<file path="src/speed_pkg.sv">
// constants, field layout and carrier types of the four-channel speed unit
// assumes a 250 MHz clk_sys and a plain word-addressed register port
//
// Contract
// each channel divides its pulse train by the range-selected prescale factor
// prescaled edges drive a counter that measures the signal period
// every 100 us each period is sampled and speed is derived by division
// an averaging filter runs every 100 us to improve resolution above 200 Hz
// the same filter also yields a rate-of-change output per channel
// once per rate time newest speed and derivative go to dual-port RAM
// speed is 16 bits wide, one lsb being 0.0015 percent of range
// speed filter has two real poles; derivative adds one more pole
// four channels; input type per channel is fixed at manufacture
// after every reset the fault indicator is on; host then runs diagnostics
// failed diagnostics keep fault lit; success turns fault off, run on
// an active failure flashes the indicator a code-specific number of times
// host tells the unit each channel's rate group during initialization
// broadcast key names due rate groups; only their channels are updated
// a counter reaching its maximum reports zero speed, not a bad divide
package speed_pkg;
  localparam int N_CH = 4;
  localparam int CLK_NS = 4;
  localparam int TICK_NS = 100000;
  localparam int TICK_CYC = TICK_NS / CLK_NS;
  localparam int MS_NS = 1000000;
  localparam int MS_CYC = MS_NS / CLK_NS;
  localparam logic [9:0] FLASH_ON_MS = 10'h0FA;
  localparam logic [9:0] FLASH_OFF_MS = 10'h0FA;
  localparam logic [9:0] FLASH_GAP_MS = 10'h3E8;
  localparam logic [23:0] CNT_MAX = 24'hFFFFFF;
  localparam logic [31:0] SPEED_NUM = 32'h0FFF_FFFF;
  localparam logic [4:0] DIV_LAST = 5'h1F;
  localparam logic [7:0] FRAC_ZERO = 8'h00;
  localparam int DERIV_SHIFT = 6;
  localparam int FIFO_DEPTH = 32;
  // register word addresses
  localparam logic [5:0] A_CTRL = 6'h00;
  localparam logic [5:0] A_FCODE = 6'h01;
  localparam logic [5:0] A_KEY = 6'h02;
  localparam logic [5:0] A_CHCFG = 6'h04;
  localparam logic [5:0] A_DPR = 6'h10;
  // field positions
  localparam int CTRL_INIT = 0;
  localparam int CTRL_DIAG = 1;
  localparam int CFG_RANGE_LSB = 0;
  localparam int CFG_K_LSB = 2;
  localparam int CFG_GRP_LSB = 7;
  localparam int CFG_TYPE = 10;
  localparam logic [9:0] CFG_RST = 10'h018;
  localparam logic [3:0] CH_TYPE_DEF = 4'h0;

  typedef struct packed {
    logic [1:0] ch;
    logic [15:0] speed;
    logic [15:0] deriv;
  } pub_t;

  typedef enum {C_IDLE, C_DIV, C_FILT} calc_st_t;
  typedef enum {F_ON, F_OFF, F_GAP} flash_st_t;
endpackage : speed_pkg

</file>
<file path="src/speed_period_measure_unit.sv">
// pulse prescale, period counters, divider, filters and host result RAM
// assumes pulse inputs already synchronous to clk_sys; host uses plain port
`timescale 1ns/1ns
`default_nettype none

// parameterised FIFO; ready on the fill side stalls the publisher
module pub_fifo #(
  parameter int W = 34,
  parameter int DEPTH = 32
) (
  input wire logic clk_sys,
  input wire logic rst,
  input wire logic in_valid,
  output logic in_ready,
  input wire logic [W-1:0] in_data,
  output logic out_valid,
  input wire logic out_ready,
  output logic [W-1:0] out_data
);
  localparam int AW = $clog2(DEPTH);
  logic [W-1:0] mem [DEPTH];
  logic [AW-1:0] wr_ptr_ff;
  logic [AW-1:0] rd_ptr_ff;
  logic [AW:0] count_ff;
  wire push = in_valid && in_ready;
  wire pop = out_valid && out_ready;
  assign in_ready = count_ff != (AW+1)'(DEPTH);
  assign out_valid = count_ff != '0;
  assign out_data = mem[rd_ptr_ff];

  // pointers wrap naturally since depth is a power of two
  always_ff @(posedge clk_sys) begin
    if (rst) begin
      wr_ptr_ff <= '0;
      rd_ptr_ff <= '0;
      count_ff <= '0;
    end else begin
      if (push) wr_ptr_ff <= wr_ptr_ff + 1'b1;
      if (pop) rd_ptr_ff <= rd_ptr_ff + 1'b1;
      count_ff <= count_ff + (AW+1)'(push) - (AW+1)'(pop);
    end
  end

  always_ff @(posedge clk_sys) begin
    if (push) mem[wr_ptr_ff] <= in_data;
  end
endmodule : pub_fifo

// one channel: rising-edge prescaler and period counter
module speed_chan (
  input wire logic clk_sys,
  input wire logic rst,
  input wire logic pulse_in,
  input wire logic [1:0] range,
  output logic [23:0] period_ff,
  output logic stale_ff
);
  logic pulse_d_ff;
  logic [2:0] pre_ff;
  logic [23:0] cnt_ff;
  wire rise = pulse_in && !pulse_d_ff;
  wire [3:0] pre_lim = (4'h1 << range) - 4'h1;
  wire pre_edge = rise && ({1'b0, pre_ff} == pre_lim);
  wire at_max = cnt_ff == speed_pkg::CNT_MAX;

  // counter parks at max so a stopped shaft never wraps to a false speed
  always_ff @(posedge clk_sys) begin
    if (rst) begin
      pulse_d_ff <= 1'b0;
      pre_ff <= '0;
      cnt_ff <= '0;
      period_ff <= '0;
      stale_ff <= 1'b1;
    end else begin
      pulse_d_ff <= pulse_in;
      if (rise) pre_ff <= pre_edge ? 3'h0 : pre_ff + 3'h1;
      if (pre_edge) begin
        period_ff <= cnt_ff;
        cnt_ff <= 24'h000001;
        stale_ff <= at_max;
      end else if (at_max) begin
        stale_ff <= 1'b1;
      end else begin
        cnt_ff <= cnt_ff + 24'h000001;
      end
    end
  end
endmodule : speed_chan

module speed_period_measure_unit #(
  parameter int TICK_CYC = speed_pkg::TICK_CYC,
  parameter int MS_CYC = speed_pkg::MS_CYC,
  parameter logic [3:0] CH_TYPE = speed_pkg::CH_TYPE_DEF
) (
  input wire logic clk_sys,
  input wire logic rst,
  input wire logic [3:0] pulse_in,
  input wire logic [5:0] addr,
  input wire logic [31:0] wdata,
  input wire logic wr_en,
  input wire logic rd_en,
  output logic [31:0] rd_data,
  output logic fault_indicator,
  output logic run_indicator
);
  localparam int N = speed_pkg::N_CH;
  logic [9:0] cfg_ff [N];
  logic [23:0] period [N];
  logic [3:0] stale;
  logic signed [24:0] y1_ff [N];
  logic signed [24:0] y2_ff [N];
  logic signed [24:0] dv_ff [N];
  logic [15:0] spd_ram [N];
  logic [15:0] drv_ram [N];
  logic [31:0] rd_data_ff;
  logic [1:0] ctrl_ff;
  logic ok_ff;
  logic [4:0] fcode_ff;
  logic [7:0] key_ff;
  logic [3:0] pend_ff;
  logic [14:0] tick_cnt_ff;
  logic [17:0] ms_cnt_ff;
  speed_pkg::calc_st_t st_ff;
  logic [1:0] ch_ff;
  logic [4:0] bit_ff;
  logic [24:0] rem_ff;
  logic [31:0] quo_ff;
  logic [23:0] dvs_ff;
  logic bad_ff;
  speed_pkg::flash_st_t fl_ff;
  logic [9:0] fl_ms_ff;
  logic [4:0] fl_n_ff;
  logic fault_ff;
  logic run_ff;

  // channel front ends
  for (genvar c = 0; c < N; c++) begin : g_ch
    speed_chan u_chan (
      .clk_sys(clk_sys),
      .rst(rst),
      .pulse_in(pulse_in[c]),
      .range(cfg_ff[c][speed_pkg::CFG_RANGE_LSB +: 2]),
      .period_ff(period[c]),
      .stale_ff(stale[c])
    );
  end

  // time base enables
  wire tick = tick_cnt_ff == 15'(TICK_CYC - 1);
  wire ms_tick = ms_cnt_ff == 18'(MS_CYC - 1);
  always_ff @(posedge clk_sys) begin
    if (rst) begin
      tick_cnt_ff <= '0;
      ms_cnt_ff <= '0;
    end else begin
      tick_cnt_ff <= tick ? 15'h0000 : tick_cnt_ff + 15'h0001;
      ms_cnt_ff <= ms_tick ? 18'h00000 : ms_cnt_ff + 18'h00001;
    end
  end

  // register decode
  wire wr_ctrl = wr_en && addr == speed_pkg::A_CTRL;
  wire wr_fcode = wr_en && addr == speed_pkg::A_FCODE;
  wire wr_key = wr_en && addr == speed_pkg::A_KEY;
  wire is_cfg = addr[5:2] == speed_pkg::A_CHCFG[5:2];
  wire is_dpr = addr[5:3] == speed_pkg::A_DPR[5:3];
  wire [1:0] sel_ch = addr[1:0];
  wire [1:0] dpr_ch = addr[2:1];

  // host configuration: range, filter shift and rate group per channel
  always_ff @(posedge clk_sys) begin
    if (rst) begin
      for (int c = 0; c < N; c++) cfg_ff[c] <= speed_pkg::CFG_RST;
      ctrl_ff <= '0;
      fcode_ff <= '0;
      key_ff <= '0;
    end else begin
      if (wr_en && is_cfg) cfg_ff[sel_ch] <= wdata[9:0];
      if (wr_ctrl) ctrl_ff <= wdata[1:0];
      if (wr_fcode) fcode_ff <= wdata[4:0];
      if (wr_key) key_ff <= wdata[7:0];
    end
  end

  // divider and filter sequencer, one channel at a time
  wire [24:0] sh = {rem_ff[23:0], quo_ff[31]};
  wire [25:0] diff = {1'b0, sh} - {2'b00, dvs_ff};
  wire ge = !diff[25];
  wire [15:0] spd_raw = bad_ff ? 16'h0000 :
    (|quo_ff[31:16] ? 16'hFFFF : quo_ff[15:0]);
  wire [4:0] k = cfg_ff[ch_ff][speed_pkg::CFG_K_LSB +: 5];
  wire signed [24:0] x_in = {1'b0, spd_raw, speed_pkg::FRAC_ZERO};
  wire signed [24:0] y1_n = y1_ff[ch_ff] + ((x_in - y1_ff[ch_ff]) >>> k);
  wire signed [24:0] y2_n = y2_ff[ch_ff] + ((y1_n - y2_ff[ch_ff]) >>> k);
  wire signed [24:0] d_in = (y2_n - y2_ff[ch_ff]) <<< speed_pkg::DERIV_SHIFT;
  wire signed [24:0] dv_n = dv_ff[ch_ff] + ((d_in - dv_ff[ch_ff]) >>> k);
  wire [23:0] per_c = period[ch_ff];
  wire [23:0] per_n = period[ch_ff + 2'h1];
  wire bad_n = stale[ch_ff + 2'h1] || per_n == '0;

  // a tick that lands mid-sweep is skipped; a sweep takes 132 cycles
  always_ff @(posedge clk_sys) begin
    if (rst) begin
      st_ff <= speed_pkg::C_IDLE;
      ch_ff <= '0;
      bit_ff <= '0;
      rem_ff <= '0;
      quo_ff <= '0;
      dvs_ff <= '0;
      bad_ff <= 1'b0;
    end else begin
      unique case (st_ff)
        speed_pkg::C_IDLE: begin
          if (tick) begin
            st_ff <= speed_pkg::C_DIV;
            ch_ff <= '0;
            bit_ff <= '0;
            rem_ff <= '0;
            quo_ff <= speed_pkg::SPEED_NUM;
            dvs_ff <= period[0];
            bad_ff <= stale[0] || period[0] == '0;
          end
        end
        speed_pkg::C_DIV: begin
          rem_ff <= ge ? diff[24:0] : sh;
          quo_ff <= {quo_ff[30:0], ge};
          bit_ff <= bit_ff + 5'h01;
          if (bit_ff == speed_pkg::DIV_LAST) st_ff <= speed_pkg::C_FILT;
        end
        speed_pkg::C_FILT: begin
          if (ch_ff == 2'(N - 1)) begin
            st_ff <= speed_pkg::C_IDLE;
          end else begin
            st_ff <= speed_pkg::C_DIV;
            ch_ff <= ch_ff + 2'h1;
            bit_ff <= '0;
            rem_ff <= '0;
            quo_ff <= speed_pkg::SPEED_NUM;
            dvs_ff <= per_n;
            bad_ff <= bad_n;
          end
        end
      endcase
    end
  end

  // two cascaded poles for speed, a third on the derivative
  always_ff @(posedge clk_sys) begin
    if (rst) begin
      for (int c = 0; c < N; c++) begin
        y1_ff[c] <= '0;
        y2_ff[c] <= '0;
        dv_ff[c] <= '0;
      end
    end else if (st_ff == speed_pkg::C_FILT) begin
      y1_ff[ch_ff] <= y1_n;
      y2_ff[ch_ff] <= y2_n;
      dv_ff[ch_ff] <= dv_n;
    end
  end

  // key broadcast marks due channels; a new mark wins over the publish clear
  logic [3:0] due;
  always_comb begin
    for (int c = 0; c < N; c++)
      due[c] = wr_key && wdata[cfg_ff[c][speed_pkg::CFG_GRP_LSB +: 3]];
  end
  wire [1:0] pub_ch = pend_ff[0] ? 2'h0 : pend_ff[1] ? 2'h1 :
    pend_ff[2] ? 2'h2 : 2'h3;
  wire pub_valid = |pend_ff;
  logic pub_ready;
  speed_pkg::pub_t pub_in;
  speed_pkg::pub_t pub_out;
  logic out_valid;
  wire out_ready = !rd_en; // host reads take the RAM port first
  assign pub_in.ch = pub_ch;
  assign pub_in.speed = y2_ff[pub_ch][23:8];
  assign pub_in.deriv = dv_ff[pub_ch][23:8];
  wire [3:0] pub_clr = (pub_valid && pub_ready) ? 4'h1 << pub_ch : 4'h0;

  always_ff @(posedge clk_sys) begin
    if (rst) pend_ff <= '0;
    else pend_ff <= (pend_ff & ~pub_clr) | due;
  end

  pub_fifo #(
    .W($bits(speed_pkg::pub_t)),
    .DEPTH(speed_pkg::FIFO_DEPTH)
  ) u_fifo (
    .clk_sys(clk_sys),
    .rst(rst),
    .in_valid(pub_valid),
    .in_ready(pub_ready),
    .in_data(pub_in),
    .out_valid(out_valid),
    .out_ready(out_ready),
    .out_data(pub_out)
  );

  // result RAM the host reads
  always_ff @(posedge clk_sys) begin
    if (rst) begin
      for (int c = 0; c < N; c++) begin
        spd_ram[c] <= '0;
        drv_ram[c] <= '0;
      end
    end else if (out_valid && out_ready) begin
      spd_ram[pub_out.ch] <= pub_out.speed;
      drv_ram[pub_out.ch] <= pub_out.deriv;
    end
  end

  // diagnostics result: pass needs both init and diag bits
  always_ff @(posedge clk_sys) begin
    if (rst) ok_ff <= 1'b0;
    else if (wr_ctrl) ok_ff <= wdata[speed_pkg::CTRL_INIT] &&
      wdata[speed_pkg::CTRL_DIAG];
  end

  // flash code: n pulses, then a long gap, repeating
  // a phase ends on its last ms so it lasts exactly its count, not one more
  wire [9:0] on_last = speed_pkg::FLASH_ON_MS - 10'h001;
  wire [9:0] off_last = speed_pkg::FLASH_OFF_MS - 10'h001;
  wire [9:0] gap_last = speed_pkg::FLASH_GAP_MS - 10'h001;
  wire fl_done = (fl_ff == speed_pkg::F_ON && fl_ms_ff == on_last)
    || (fl_ff == speed_pkg::F_OFF && fl_ms_ff == off_last)
    || (fl_ff == speed_pkg::F_GAP && fl_ms_ff == gap_last);
  always_ff @(posedge clk_sys) begin
    if (rst || fcode_ff == '0) begin
      fl_ff <= speed_pkg::F_GAP;
      fl_ms_ff <= '0;
      fl_n_ff <= '0;
    end else if (ms_tick) begin
      fl_ms_ff <= fl_done ? 10'h000 : fl_ms_ff + 10'h001;
      if (fl_done) begin
        unique case (fl_ff)
          speed_pkg::F_ON: begin
            fl_ff <= speed_pkg::F_OFF;
            fl_n_ff <= fl_n_ff + 5'h01;
          end
          speed_pkg::F_OFF: fl_ff <= (fl_n_ff == fcode_ff) ?
            speed_pkg::F_GAP : speed_pkg::F_ON;
          speed_pkg::F_GAP: begin
            fl_ff <= speed_pkg::F_ON;
            fl_n_ff <= '0;
          end
        endcase
      end
    end
  end

  // indicators; an active code overrides the run state
  wire flashing = fcode_ff != '0;
  always_ff @(posedge clk_sys) begin
    if (rst) begin
      fault_ff <= 1'b1;
      run_ff <= 1'b0;
    end else begin
      fault_ff <= flashing ? fl_ff == speed_pkg::F_ON : !ok_ff;
      run_ff <= ok_ff && !flashing;
    end
  end
  assign fault_indicator = fault_ff;
  assign run_indicator = run_ff;

  // read mux; unmapped words read zero
  logic [31:0] rd_mux;
  always_comb begin
    rd_mux = '0;
    if (addr == speed_pkg::A_CTRL)
      rd_mux = {28'h0, run_ff, fault_ff, ctrl_ff};
    else if (addr == speed_pkg::A_FCODE)
      rd_mux = {27'h0, fcode_ff};
    else if (addr == speed_pkg::A_KEY)
      rd_mux = {20'h0, pend_ff, key_ff};
    else if (is_cfg)
      rd_mux = {21'h0, CH_TYPE[sel_ch], cfg_ff[sel_ch]};
    else if (is_dpr)
      rd_mux = {16'h0000, addr[0] ? drv_ram[dpr_ch] : spd_ram[dpr_ch]};
  end
  always_ff @(posedge clk_sys) begin
    if (rst) rd_data_ff <= '0;
    else if (rd_en) rd_data_ff <= rd_mux;
  end
  assign rd_data = rd_data_ff;
  wire unused_ok = &{1'b0, per_c, y1_ff[0][24], dv_ff[0][24]};
endmodule : speed_period_measure_unit

`default_nettype wire

</file>
<file path="config.mk">
export PLATFORM = sky130hd
export DESIGN_NAME = speed_period_measure_unit
export DESIGN_NICKNAME = d
export VERILOG_FILES = /design/src/speed_pkg.sv /design/src/speed_period_measure_unit.sv
export SDC_FILE = /design/constraint.sdc
export NUM_CORES = 2
export LEC_CHECK = 0
export BUFFER_PORTS_ARGS = -buffer_cell sky130_fd_sc_hd__buf_2
export CAP_MARGIN = 20
export CORE_ASPECT_RATIO = 0.7
export CORE_MARGIN = 4
export CORE_UTILIZATION = 25
export DETAILED_ROUTE_END_ITERATION = 8
export GPL_TIMING_DRIVEN = 1
export SLEW_MARGIN = 40
export SYNTH_ARGS = -nofsm -noshare
export SYNTH_HDL_FRONTEND = slang
export SYNTH_SLANG_ARGS = --single-unit
</file>
<file path="constraint.sdc">
create_clock -name clk_sys -period 24.3 [get_ports clk_sys]
set_input_delay 4.86 -clock clk_sys [delete_from_list [all_inputs] [get_ports clk_sys]]
set_output_delay 4.86 -clock clk_sys [all_outputs]
set_load 0.02 [all_outputs]
</file>
; ---- Yosys cells after proc, flatten, opt, wreduce, memory -nomap -nowiden
; Memories as Yosys holds them, arrays and structs flattened. A register that Yosys moved wholly into a read port is not among the register bits.
; Index checks and enable logic that the tools add are counted.
[op_classes]
addsub = 30
magnitude_cmp = 7
n_eq_ne = 34
shifts = 8
n_mux = 116
bitwise_logic = 4
n_reduce_logical = 70
[op_table]
columns = cell, count
row1 = 32-bit case mux with 3 select lines, 3
row2 = 24-bit 2-to-1 mux, 7
row3 = 16-bit 2-to-1 mux, 10
row4 = 32-bit 2-to-1 mux, 4
row5 = "24-bit by 1-bit adder with 24-bit output, second input constant", 4
row6 = "24-bit == test, second input constant", 4
row7 = "32-bit by 2-bit == test with 1-bit output, second input constant", 3
row8 = 32-bit logical NOT, 3
row9 = 25-bit adder, 3
row10 = 25-bit 2-to-1 mux, 3
row11 = 25-bit OR reduction, 3
row12 = 25-bit by 5-bit >>> shifter with 25-bit output, 3
row13 = 25-bit subtractor, 3
row14 = 24-bit case mux with 3 select lines, 1
row15 = "32-bit by 1-bit == test with 1-bit output, second input constant", 2
row16 = "32-bit by 3-bit == test with 1-bit output, second input constant", 2
row17 = 24-bit binary-select mux with 2-bit select, 1
row18 = 24-bit logical NOT, 2
row19 = 24-bit case mux with 2 select lines, 1
row20 = 16-bit OR reduction, 3
row21 = 1-bit 2-to-1 mux, 46
row22 = 2-bit 2-to-1 mux, 19
row23 = 25-bit by 24-bit subtractor with 26-bit output, 1
row24 = "3-bit by 6-bit less-than comparator with 1-bit output, second input constant", 4
row25 = 55 further kinds, 134
[word_totals]
ff_bits = 482
mem_bits_rw = 1556
inputBits = 46
output_inout_bits = 34
elab_cells = 323
memories = 7
[mem_list]
columns = memory, depth, width, rd, rd_ports_with_merged_regs, wr, line
row1 = u_fifo.mem, 32, 34, 1, 1, 1, speed_period_measure_unit.sv:21  ; logic [W-1:0] mem [DEPTH];
row2 = dv_ff, 4, 25, 2, 1, 4, speed_period_measure_unit.sv:112  ; logic signed [24:0] dv_ff [N];
row3 = y1_ff, 4, 25, 1, 1, 4, speed_period_measure_unit.sv:110  ; logic signed [24:0] y1_ff [N];
row4 = y2_ff, 4, 25, 2, 1, 4, speed_period_measure_unit.sv:111  ; logic signed [24:0] y2_ff [N];
row5 = drv_ram, 4, 16, 1, 0, 4, speed_period_measure_unit.sv:114  ; logic [15:0] drv_ram [N];
row6 = spd_ram, 4, 16, 1, 0, 4, speed_period_measure_unit.sv:113  ; logic [15:0] spd_ram [N];
row7 = 1 more memories, --, --, --, --, --, --

; ---- Depth between registers and ports, before layout
[logic_depth]
word_depth = 14
depth_mapped = 91
mapped_depth_nobuf = 87

; ---- Cells and area by module
; A second synthesis with hierarchy kept.
[unflattened]
hier_cells = 7521
hier_area_um2 = 93813.7
[modules_own_cells]
columns = mod, n_inst, cells_each, area_each_um2, seq_area_each_um2
row1 = pub_fifo, 1, 2158, 43000.0, 33091.7
row2 = speed_period_measure_unit, 1, 4295, 42000.3, 17656.9
row3 = speed_chan, 4, 267, 2203.4, 1061.0

; ---- Worst setup path before layout
; No wires, ideal clock.
[synth_path]
kind = flip-flop to flip-flop
start = register with a tool-made name
end = memory dv_ff[0][22], data pin
setup_ns = 0.271
arrival_time_ns = 18.067
t_required_ns = 24.029
slack_ns = 5.962
stages_incl_launch_ff = 88
path_buffers = 9
period_less_slack_ns = 18.338
path_cell_list = dfxtp_1 -> buf_6 -> buf_6 -> buf_4 -> buf_1 -> buf_1 -> buf_1 -> mux4_2 -> inv_1 -> ha_1 -> a21o_1 -> a221o_1 -> a21oi_1 -> nand2_1 -> a211oi_1 -> a311oi_1 -> mux2_2 -> mux2i_1 -> [... 52 more ...] -> mux2i_1 -> o21ai_1 -> mux2_2 -> a21oi_1 -> a21o_1 -> ha_1 -> inv_1 -> fa_1 -> nor2b_1 -> o21ai_0 -> a21boi_0 -> o211ai_1 -> a21oi_1 -> o211ai_1 -> nand4b_1 -> a31oi_1 -> a311oi_1 -> nor2_1
[synth_lines]
columns = item, line
row1 = end: declaration, speed_period_measure_unit.sv:112

==> key figures <==
Timing
  • Final WS setup: 1.60 ns
  • Final number of max-transition violations: 0
  • Tightest Pin Transition: 0.885 ns
  • Setup TNS Final: 0 ns
  • Post-route clock skew: 0.0960 ns
  • Headroom to the max-slew limit: 0.405
  • Fmax: 0.0441 GHz
  • Minimum clock period: 22.70 ns
  • RSZ-0062 raised after global routing: false
  • Final setup vio count: 0
  • Final period util: 0.934
  • Final hold vios: 0

Synth
  • Synth Flop Type: edfxtp_1
  • Synth Warn #: 0
  • Cell count after synthesis: 7062
  • Post-synth cell types: 90
  • Area share of the largest cell type after synthesis: 0.505
  • Number of synthesized flops with an enable pin: ~1.6k
  • Register area share after synthesis: 0.595
  • Post-synth top area cell: edfxtp_1
  • Synth area leaders: edfxtp_1 51%, mux4_2 12%, dfxtp_1 8.9%
  • Synthesized area: 0.0924 mm2
  • Yosys reg bits: slightly below 2k
  • Post-synth ARST share: 0
  • Avg Inst Size Synth: 13.1 um2

Floorplan
  • Num rows: roughly 190
  • Ports: 80
  • Core area: roughly 0.37 mm2
  • Die H: between 500 and 600 um
  • Initial core utilization: 0.252
  • Die ar.: 0.380 mm2
  • Die width: 735 um

Setup path
  • Worst setup SP type: flip-flop
  • Critical path type: flip-flop to flip-flop
  • CP required: between 20 and 25 ns
  • Critical R2R Capture: dv_ff[2][22]$_SDFFCE_PN0P_
  • Reg2Reg Setup Slack: between 1.5 and 2 ns
  • Crit. End Element: flip-flop
  • CP delay by family, top: compound AO/OA/AOI/OAI gates
  • Most numerous cell on the critical path: a21oi_1
  • Crit path max-delay cell type: a221oi_1
  • Reg2Reg Depth: slightly above 80
  • CP max FO: 21
  • Arr. time, crit path: 23.20 ns
  • Crit path buf inv count: 8
  • Slowest stage delay, CP: 0.66 ns

Clocking
  • # Post-CTS Setup Buffers: 0
  • Clock slew at reported path FFs: approximately 0.060 ns
  • Cts hold-fix bufs: 0
  • Num CTS Buffers: 181
  • TritonCTS Sinks: 1969
  • Max Buffers Root-to-Sink: 4
  • Worst-skew pair later-pin latency: about 0.86 ns
  • Clock root buffer: clkbuf_16
  • Post-CTS Resized: 0
  • CTS tree: done
  • Number of H-tree levels: 4

Power
  • Clock share of power: 0.268
  • Total power: 0.0109 W
  • Max IR drop VDD: about 0.00015 V
  • Internal power: 0.00692 W
  • Pwr Density: 103 mW/mm2
  • Flop pwr share: 0.341
  • Switch share: 0.365
  • Logic pwr share: 0.391
  • LEAKAGE: about 35 nW
  • Sw power: 0.00397 W

Drt
  • 1st-pass router iterations: 5
  • ANT nets after route: 0
  • Routed wire length: ~250 mm
  • Number of remaining DRC errors: 0
  • WL/cell: 20.7 um
  • Avg Vias per Cell: 4.93
  • Via count: 59.7k
  • DRT iter0 DRCs: 7258

Place
  • GP Congestion: about 0.90
  • Pre-CTS setup slack: 2.53 ns
  • # placed instances: 11.8k
  • Dpl hpwl: 160 mm
  • Port-buffer cells: 41
  • Placed inst area: roughly 0.099 mm2

Finish
  • Nets@finish: 7330
  • Layout overhead on the synthesized area: 14.1%
  • Share of cells above drive strength 1: 0.163
  • Final Cell Area: 0.105 mm2
  • Commonest non-fill, non-tap cell in the layout: edfxtp_1
  • Post-Layout Cell Count: about 12k
  • Most frequent cells in the layout: 1556 x edfxtp_1, 1005 x nor2_1, 567 x nand2_1, 492 x mux4_2, 401 x dfxtp_1

GRT
  • Grt ovf: 0
  • Vias in the first global route: 57.3k
  • Largest net degree at the start of global routing: 179
  • GRT Total Usage: 0.127
  • Initial antenna violation count: 3
  • First-pass GRT wire length: roughly 370 mm

Min path
  • Hold Path Cell Cnt: 2
  • Worst hold endpoint: g_ch[1].u_chan.period_ff[7]$_SDFFE_PP0P_
  • Worst min path class: flip-flop to flip-flop
  • HP Start: g_ch[1].u_chan.period_ff[7]$_SDFFE_PP0P_

Run status
  • Status: finished, final reports clean

Flow run
  • Max_cap viols: 0
registers in the layout, indices dropped and copies added (netlist names), 32 cells and up, named ones only:
| signal | flops |
|---|---|
| dv_ff | 100 |
| g_ch.u_chan.period_ff | 96 |
| y1_ff | 100 |
| y2_ff | 100 |
| spd_ram | 64 |
| u_fifo.mem | 1088 |
| drv_ram | 64 |
| quo_ff | 32 |
| cfg_ff | 40 |
| g_ch.u_chan.cnt_ff | 96 |
kinds of logic after synthesis:
| group | share of synthesized area |
|---|---|
| buffers and inverters | 0.0266 |
| AOI/OAI and AO/OA | 0.0707 |
| adders and majority gates | 0.0297 |
| xor gates and xnor gates | 0.0277 |
| DFF | 0.595 |
| and+or+nand+nor | 0.104 |
| other | 0.0000406 |
| muxes | 0.147 |
Yosys cell counts, types with 35 or more instances:
master,instances
a21o_1,68
a21oi_1,356
a22oi_1,35
a311oi_1,42
a31oi_1,36
and3_1,61
buf_1,63
clkbuf_1,289
dfxtp_1,413
edfxtp_1,1556
ha_1,208
inv_1,251
mux2_2,60
mux2i_1,181
mux4_2,492
nand2_1,568
nand2b_1,42
nand3_1,107
nand4_1,68
nor2_1,1042
nor2b_1,35
nor3_1,91
o21a_1,39
o21ai_0,223
xnor2_1,132
xor2_1,150
worst register-to-register path, delay by kind of cell, from the launching register on:
family,cells,cell delay (ns)
compound gates,36,9.68
simple gates,18,3.79
fa+ha+maj,9,2.78
xor+xnor,5,2.24
mux,5,2.09
buf+inv,8,1.27
flops,1,0.57
cell type report:
| class | count | area (um2) |
|---|---|---|
| fillers | 36700 | 262000 |
| flip-flops and latches | 1969 | 55000 |
| multi-input cells | 4478 | 35700 |
| well taps | 4888 | 6120 |
| clock buffers | 216 | 4800 |
| repair buffers | 187 | 1680 |
| clock inverters | 103 | 1120 |
| inverters | 252 | 946 |
| diodes | 4 | 10.0 |
power groups by stage:
stage               clock network [W]  registers [W]  logic, W
global route                  0.00311        0.00372   0.00462
floorplan                           0        0.00377   0.00302
global placement                    0        0.00380   0.00408
CTS                           0.00297        0.00372   0.00417
detailed placement                  0        0.00379   0.00414
finish                        0.00291        0.00372   0.00426
per-layer routing:
metal  vias up  part of all wire  global-route usage
met5         -                 0                   0
met4         0             0.017              0.0266
met3       270             0.092              0.0247
met2      2563              0.43               0.187
met1     30300              0.46               0.193
li1      26500                 -                   -
per-stage QoR:
step,hold slack (ns),utilization
finish,0.455,0.287
global route,0.473,0.287
CTS,0.458,0.286
detailed placement,0.449,0.270
global placement,0.426,0.269
floorplan,0.418,-
how the worst max path moves through the flow:
stage | from | to | cells past startpoint
final | flip-flop | dv_ff[2][22]$_SDFFCE_PN0P_ | 81
after global routing | quo_ff[31]$_SDFFE_PP0P_ | dv_ff[3][22]$_DFFE_PP_ | 83
after CTS | quo_ff[31]$_SDFFE_PP0P_ | dv_ff[2][22]$_SDFFCE_PN0P_ | 80
after detailed placement | quo_ff[31]$_SDFFE_PP0P_ | dv_ff[2][22]$_SDFFCE_PN0P_ | 80
after global placement | quo_ff[31]$_SDFFE_PP0P_ | dv_ff[2][22]$_SDFFCE_PN0P_ | 80
after floorplan | flip-flop | dv_ff[0][22]$_SDFFCE_PN0P_ | 87
(Power assumes the default switching activity.)
